**src/design/mie_pkg.sv**
```systemverilog
// Package with register map, field positions and reset values of the interrupt block.
package mie_pkg;
   // Register indices; the Wishbone byte address is four times the index.
   localparam logic [5:0] IDX_BUS_PIN_CTRL = 6'h30;
   localparam logic [5:0] IDX_EDGE_SELECT  = 6'h3a;
   localparam logic [5:0] IDX_REQUEST_ONE  = 6'h3c;
   localparam logic [5:0] IDX_REQUEST_TWO  = 6'h3d;
   localparam logic [5:0] IDX_ENABLE_ONE   = 6'h3e;

   // Writable bit masks; all other bits read as zero.
   localparam logic [7:0] EDGE_SELECT_MASK = 8'h0f;
   localparam logic [7:0] REQUEST_TWO_MASK = 8'h7f;
   localparam logic [7:0] BUS_PIN_MASK     = 8'h60;

   // Field positions in the bus pin control register.
   localparam int BUS_PIN_POLARITY_BIT = 5;
   localparam int BUS_PIN_SELECT_BIT   = 6;

   // Bit positions shared by the enable and first request registers.
   localparam int EN_EXT_ZERO  = 0;
   localparam int EN_BUS_PIN   = 1;
   localparam int EN_EXT_ONE   = 2;
   localparam int EN_EXT_TWO   = 3;
   localparam int EN_EXT_THREE = 4;

   localparam int NUM_EDGE_PINS = 5;

   localparam logic [7:0] REG_RESET = 8'h00;
endpackage

```
**src/design/mie_edge_if.sv**
```systemverilog
// Interface carrying one pin, its polarity and the detected edge pulse.
`timescale 1ns/100ps
interface mie_edge_if;
   logic pin;
   logic rising;
   logic pulse;
   modport ctrl (output pin, output rising, input pulse);
   modport det  (input pin, input rising, output pulse);
endinterface

```
**src/design/mie_edge_detect.sv**
```systemverilog
// Synchroniser and selectable edge detector for one interrupt pin.
`timescale 1ns/100ps
module mie_edge_detect (
   input  wire logic i_ref_clk,
   input  wire logic i_sys_rst,
   mie_edge_if.det   edge_port
);
   import mie_pkg::*;

   logic sync1_q, sync2_q, prev_q, pulse_q;
   logic sync1_d, sync2_d, prev_d, pulse_d;

   always_comb begin
      sync1_d = edge_port.pin;
      sync2_d = sync1_q;
      prev_d  = sync2_q;
      // A rising edge is taken when polarity is 1, a falling edge when 0.
      pulse_d = edge_port.rising ? (sync2_q & ~prev_q) : (~sync2_q & prev_q);
   end

   always_ff @(posedge i_ref_clk or posedge i_sys_rst) begin
      if (i_sys_rst) begin
         sync1_q <= 1'b0;
         sync2_q <= 1'b0;
         prev_q  <= 1'b0;
         pulse_q <= 1'b0;
      end else begin
         sync1_q <= sync1_d;
         sync2_q <= sync2_d;
         prev_q  <= prev_d;
         pulse_q <= pulse_d;
      end
   end

   assign edge_port.pulse = pulse_q;
endmodule

```
**src/design/mie_irq_regs.sv**
```systemverilog
// Interrupt edge select, request and enable registers behind a Wishbone slave.
`timescale 1ns/100ps
// What this block does
// - Edge select bits 0-3, 1 rising, reset 0
// - Edge select bits 4-7 ignore writes, read zero
// - Request two holds seven source flags, bits 0-6
// - Flag reads 1 while pending, resets to 0
// - Request two bit 7 reads zero, unwritable
// - Enable one holds eight source enable bits
// - Enable bit 1 enables, read/write, reset 0
// - Select bit routes SDA or SCL to interrupt
// - Polarity bit picks falling or rising bus edge
module mie_irq_regs (
   input  wire logic        i_ref_clk,
   input  wire logic        i_sys_rst,
   input  wire logic        i_wb_cyc,
   input  wire logic        i_wb_stb,
   input  wire logic        i_wb_we,
   input  wire logic [7:0]  i_wb_adr,
   input  wire logic [3:0]  i_wb_sel,
   input  wire logic [31:0] i_wb_dat,
   output logic      [31:0] o_wb_dat,
   output logic             o_wb_ack,
   input  wire logic [3:0]  i_ext_pin,
   input  wire logic        i_scl_pin,
   input  wire logic        i_sda_pin,
   input  wire logic [2:0]  i_src_req_one,
   input  wire logic [6:0]  i_src_req_two,
   output logic      [7:0]  o_irq,
   output logic      [6:0]  o_req_two_pending
);
   import mie_pkg::*;

   logic [7:0]  edge_sel_q, edge_sel_d;
   logic [7:0]  bus_ctrl_q, bus_ctrl_d;
   logic [7:0]  req_one_q, req_one_d;
   logic [7:0]  req_two_q, req_two_d;
   logic [7:0]  enable_q, enable_d;
   logic        ack_q, ack_d;
   logic [31:0] dat_q, dat_d;
   logic [7:0]  irq_q, irq_d;
   logic [6:0]  pend_q, pend_d;
   logic [5:0]  idx;
   logic        wr_byte;
   logic [7:0]  rd_byte;
   logic [7:0]  set_one;
   logic [NUM_EDGE_PINS-1:0] edge_pulse;

   mie_edge_if edge_bus [NUM_EDGE_PINS] ();

   // Pins 0-3 are the external lines, pin 4 the selected two-wire line.
   // Changing source select can raise one spurious edge; clear the flag after.
   generate
      for (genvar g = 0; g < NUM_EDGE_PINS; g++) begin : g_edge
         if (g < 4) begin : g_ext
            assign edge_bus[g].pin    = i_ext_pin[g];
            assign edge_bus[g].rising = edge_sel_q[g];
         end else begin : g_bus
            assign edge_bus[g].pin    = bus_ctrl_q[BUS_PIN_SELECT_BIT] ? i_scl_pin
                                                                      : i_sda_pin;
            assign edge_bus[g].rising = bus_ctrl_q[BUS_PIN_POLARITY_BIT];
         end
         assign edge_pulse[g] = edge_bus[g].pulse;
         mie_edge_detect u_edge (
            .i_ref_clk (i_ref_clk),
            .i_sys_rst (i_sys_rst),
            .edge_port (edge_bus[g])
         );
      end
   endgenerate

   // Only the low byte lane carries register data; address bits 1:0 are ignored.
   assign idx     = i_wb_adr[7:2];
   // A write lands on the edge where the master sees ack high.
   assign wr_byte = i_wb_cyc & i_wb_stb & i_wb_we & ack_q & i_wb_sel[0];

   // Request one gathers pin edges in bits 0-4 and peripheral strobes in bits 5-7.
   always_comb begin
      set_one               = {i_src_req_one, 5'h00};
      set_one[EN_EXT_ZERO]  = edge_pulse[0];
      set_one[EN_EXT_ONE]   = edge_pulse[1];
      set_one[EN_EXT_TWO]   = edge_pulse[2];
      set_one[EN_EXT_THREE] = edge_pulse[3];
      set_one[EN_BUS_PIN]   = edge_pulse[4];
   end

   // Configuration registers change only on a write at the ack edge.
   always_comb begin
      edge_sel_d = edge_sel_q;
      bus_ctrl_d = bus_ctrl_q;
      enable_d   = enable_q;
      if (wr_byte) begin
         case (idx)
            IDX_EDGE_SELECT: begin
               edge_sel_d = i_wb_dat[7:0] & EDGE_SELECT_MASK;
            end
            IDX_BUS_PIN_CTRL: begin
               bus_ctrl_d = i_wb_dat[7:0] & BUS_PIN_MASK;
            end
            IDX_ENABLE_ONE: begin
               enable_d = i_wb_dat[7:0];
            end
            default: begin
               enable_d = enable_q;
            end
         endcase
      end
   end

   // Source events are merged every cycle, so a strobe is never lost to a write.
   always_comb begin
      req_one_d = req_one_q | set_one;
      req_two_d = (req_two_q | {1'b0, i_src_req_two}) & REQUEST_TWO_MASK;
      if (wr_byte) begin
         case (idx)
            IDX_REQUEST_ONE: begin
               // Zero bits clear, but a simultaneous event keeps the flag set.
               req_one_d = (req_one_q & i_wb_dat[7:0]) | set_one;
            end
            IDX_REQUEST_TWO: begin
               req_two_d = ((req_two_q & i_wb_dat[7:0]) | {1'b0, i_src_req_two})
                           & REQUEST_TWO_MASK;
            end
            default: begin
               req_one_d = req_one_q | set_one;
            end
         endcase
      end
   end

   // Unmapped indices read as zero and are still acknowledged, so software never stalls.
   always_comb begin
      case (idx)
         IDX_EDGE_SELECT:  rd_byte = edge_sel_q;
         IDX_BUS_PIN_CTRL: rd_byte = bus_ctrl_q;
         IDX_REQUEST_ONE:  rd_byte = req_one_q;
         IDX_REQUEST_TWO:  rd_byte = req_two_q;
         IDX_ENABLE_ONE:   rd_byte = enable_q;
         default:          rd_byte = 8'h00;
      endcase
      ack_d  = i_wb_cyc & i_wb_stb & ~ack_q;
      dat_d  = ack_d ? {24'h00_0000, rd_byte} : 32'h0000_0000;
   end

   // Interrupt lines to the core follow flags and enables one cycle later.
   always_comb begin
      irq_d  = req_one_q & enable_q;
      pend_d = req_two_q[6:0];
   end

   // Edge polarity of the four external pins.
   always_ff @(posedge i_ref_clk or posedge i_sys_rst) begin
      if (i_sys_rst) begin
         edge_sel_q <= REG_RESET;
      end else begin
         edge_sel_q <= edge_sel_d;
      end
   end

   // Source select and polarity of the two-wire line interrupt.
   always_ff @(posedge i_ref_clk or posedge i_sys_rst) begin
      if (i_sys_rst) begin
         bus_ctrl_q <= REG_RESET;
      end else begin
         bus_ctrl_q <= bus_ctrl_d;
      end
   end

   // Pin and peripheral request flags of the first request register.
   always_ff @(posedge i_ref_clk or posedge i_sys_rst) begin
      if (i_sys_rst) begin
         req_one_q <= REG_RESET;
      end else begin
         req_one_q <= req_one_d;
      end
   end

   // Peripheral request flags of the second request register.
   always_ff @(posedge i_ref_clk or posedge i_sys_rst) begin
      if (i_sys_rst) begin
         req_two_q <= REG_RESET;
      end else begin
         req_two_q <= req_two_d;
      end
   end

   // Source enables of the first enable register.
   always_ff @(posedge i_ref_clk or posedge i_sys_rst) begin
      if (i_sys_rst) begin
         enable_q <= REG_RESET;
      end else begin
         enable_q <= enable_d;
      end
   end

   // Bus answer: one acknowledge pulse with its read data.
   always_ff @(posedge i_ref_clk or posedge i_sys_rst) begin
      if (i_sys_rst) begin
         ack_q <= 1'b0;
         dat_q <= 32'h0000_0000;
      end else begin
         ack_q <= ack_d;
         dat_q <= dat_d;
      end
   end

   // Registered interrupt and pending outputs.
   always_ff @(posedge i_ref_clk or posedge i_sys_rst) begin
      if (i_sys_rst) begin
         irq_q  <= 8'h00;
         pend_q <= 7'h00;
      end else begin
         irq_q  <= irq_d;
         pend_q <= pend_d;
      end
   end

   assign o_wb_ack          = ack_q;
   assign o_wb_dat          = dat_q;
   assign o_irq             = irq_q;
   assign o_req_two_pending = pend_q;
endmodule

```
**config.mk**
```make
export PLATFORM = sky130hd
export DESIGN_NAME = mie_irq_regs
export DESIGN_NICKNAME = d
export VERILOG_FILES = /design/src/design/mie_pkg.sv /design/src/design/mie_edge_if.sv /design/src/design/mie_edge_detect.sv /design/src/design/mie_irq_regs.sv
export SDC_FILE = /design/constraint.sdc
export NUM_CORES = 1
export LEC_CHECK = 0
export ABC_CLOCK_PERIOD_IN_PS = 7100
export BUFFER_PORTS_ARGS = -buffer_cell sky130_fd_sc_hd__buf_4
export CORE_MARGIN = 10
export CORE_UTILIZATION = 35
export DETAILED_ROUTE_END_ITERATION = 10
export SETUP_SLACK_MARGIN = 0.4
export SYNTH_ARGS = -nofsm -noshare
export SYNTH_HDL_FRONTEND = slang
export SYNTH_SLANG_ARGS = --single-unit
```
**constraint.sdc**
```tcl
create_clock -name i_ref_clk -period 7.1 [get_ports i_ref_clk]
set_input_delay 1.775 -clock i_ref_clk [delete_from_list [all_inputs] [get_ports i_ref_clk]]
set_output_delay 1.775 -clock i_ref_clk [all_outputs]
set_load 0.05 [all_outputs]
```
==> run metrics <==
first-pass GRT wire length=10370 um; Clock Tree Root=clkbuf_8; Gate Count Post-Synth=239; NumNets Final=372; crit start category=input pin; Worst Path Required=7280 ps; Placed Area=3378 um2; Routed WL=6458 um; cts hold-fix bufs=0; critical path's slowest cell=nor2b_1; grt ovf=0; share of post-route cells with drive strength above 1=31.09%; setup TNS=0 ps; drt wl/cell=15.49 um; Core Area=8134 um2; mean post-synth cell area=12.10 um2; max-slew violations=0; post-synth top area share=63.15%; RSZ-0062 raised after global routing=false; post-DP HPWL=4598 um; CP endpoint kind=flip-flop; DRC viols=0; CP Cell Sequence=buf_4, nand4_1, nor3_1, buf_4, nor2b_1, a21oi_1; final setup vio count=0; Boundary Pins=113; CTS max path bufs=2; Die X=110.9 um; CTS buffer count=9; initial antenna violation count=0; Die Y=110.9 um; worst-skew pair later-pin latency=340 ps; Worst Hold Margin=349.5 ps; R2R setup slack=5120 ps; clock slew at reported path FFs=70 ps; P per Cell Area=226.5 nW/um2; routability cong.=0.7741; area of the multi-input gates=947.2 um2; 1st-pass router iterations=4; largest net degree at the start of global routing=74; diodes inserted=0; clock sink total=73; PostCTS Resize Cnt=0; period utilization=50.19%; most frequent cells in the layout=dfrtp_1 (73), buf_4 (62), nor2_1 (39); worst clock skew=4.943 ps; FF+latch area=1827 um2; post-CTS setup buffers=0; status=finished clean; distinct cell type count after synthesis=31; WS Path Type=input pin to flip-flop; FP Rows=33; vias=1912; Antenna Nets Post-Route=0; yosys warns=0; Max H-tree Level=3; GRT Util Overall=10.63%; vias in the first global route=1993; buffers added on ports=59; Seq/Total Area, Yosys=63.15%; Filler Cell Count=769; worst hold path type=flip-flop to flip-flop; CP most frequent cell=buf_4; post-synth top area cell=dfrtp_1; CTS tree=yes; Critical Path AT=3750 ps; Buf/Inv on CP=2; Max Freq=280.6 MHz; max_cap viols=0; Fin. Hold Viols=0; CP Max Fanout=11; DR vias/cell=4.585; synthesized cell area=2893 um2; Tmin final=3564 ps; Crit path max-delay family=simple AND/OR/NAND/NOR gates; Final Cell Area=3571 um2; synth top area cells=dfrtp_1 (63%), buf_4 (6.2%), mux2_2 (5.8%), nor2_1 (5.1%), a21oi_1 (2.8%); flops & latches, synth=73; Worst path max stage delay=700 ps; Starting Density=35.56%; Iter 0 DRT Violations=89; Layout area overhead=23.44%; measured slew at the worst slew-check pin=1005 ps; most common library cell in the layout ignoring fill and taps=dfrtp_1; Slew HR=32.07%; full die area=12300 um2; Leak=1.663 nW; maximum VDD drop=82.17 uV
==> cells in the mapped netlist (all sizes together) <==
cell    instances
nand2b          5
nor2           39
buf            27
and2b           1
o21ai           5
and2            8
nor2b           1
mux2           15
nand4           2
a31oi           1
nand3           3
or2             1
a21oi          16
a22oi           1
nor4b           1
clkbuf          1
or2b            1
inv             2
nand3b          6
conb            1
nor4            2
or3             2
mux2i           8
nand2           1
nor3           10
dfrtp          73
a221oi          6
==> through the flow <==
step	util, %	setup WS [ps]	instances	power [mW]
after floorplan	-	3472	262	0.4930
after global placement	41.53	3185	401	0.5076
after detailed placement	41.53	3127	401	0.5087
after CTS	43.90	3515	417	0.8208
after global routing	43.90	3299	417	0.8459
final	43.90	3536	417	0.8087
==> layer usage <==
metal  GRT usage (%)  up-vias  part of all wire, %
li1                -      915                    -
met1           13.50      922                   46
met2           15.33       65                   45
met3           4.167       10                  7.1
met4           5.208        0                  1.5
met5               0        -                    0
==> registers in the layout, indices dropped and copies added, names as in the netlist, 7 cells and up <==
register and cells:
o_wb_dat 8, o_req_two_pending 7, o_irq 8, req_two_q 7, req_one_q 8, enable_q 8
==> cell type report <==
cell class	count	area share, %
Clock buffer	14	5.116
Tap cell	105	3.679
Clock inverter	2	0.2803
Multi-Input combinational cell	159	26.52
Sequential cell	73	51.16
Inverter	2	0.2102
Timing Repair Buffer	62	13.03
==> path summary, 6_finish.rpt <==
path                       cells after the start                startpoint                        to
max                                            6               i_wb_adr[7]              req_two_q[1]
min                                            0  g_edge[3].u_edge.sync1_q   g_edge[3].u_edge.prev_d
max reg2reg                                    5                  o_wb_ack              req_one_q[2]
min reg2reg                                    0  g_edge[3].u_edge.sync1_q   g_edge[3].u_edge.prev_d
max in group asynchronous                      3                 i_sys_rst  g_edge[3].u_edge.sync1_q
min in group asynchronous                      3                 i_sys_rst  g_edge[1].u_edge.sync1_q
==> cells by family after synthesis <==
| logic type | count (synthesis) | share of synthesized area (%) |
|---|---|---|
| buffers and inverters | 30 | 7.093 |
| AND/OR/NAND/NOR | 83 | 15.10 |
| multiplexers | 23 | 8.607 |
| flip-flops | 73 | 63.15 |
| AO/OA/AOI/OAI | 29 | 5.926 |
| other | 1 | 0.1296 |
==> where the power goes <==
group | switching, mW | total (mW) | internal, mW
sequential | 0.00328 | 0.426 | 0.423
clock | 0.144 | 0.308 | 0.164
combinational | 0.0536 | 0.0744 | 0.0208
total | 0.201 | 0.809 | 0.608
==> worst register-to-register path, cell delays in order (launching register included) <==
cell and delay [ps]:
dfrtp_1 370, nand3_1 150, or3_1 330, nor3_1 660
buf_4 280, a21oi_1 70
Note: power is estimated with default switching activity, not from simulation.
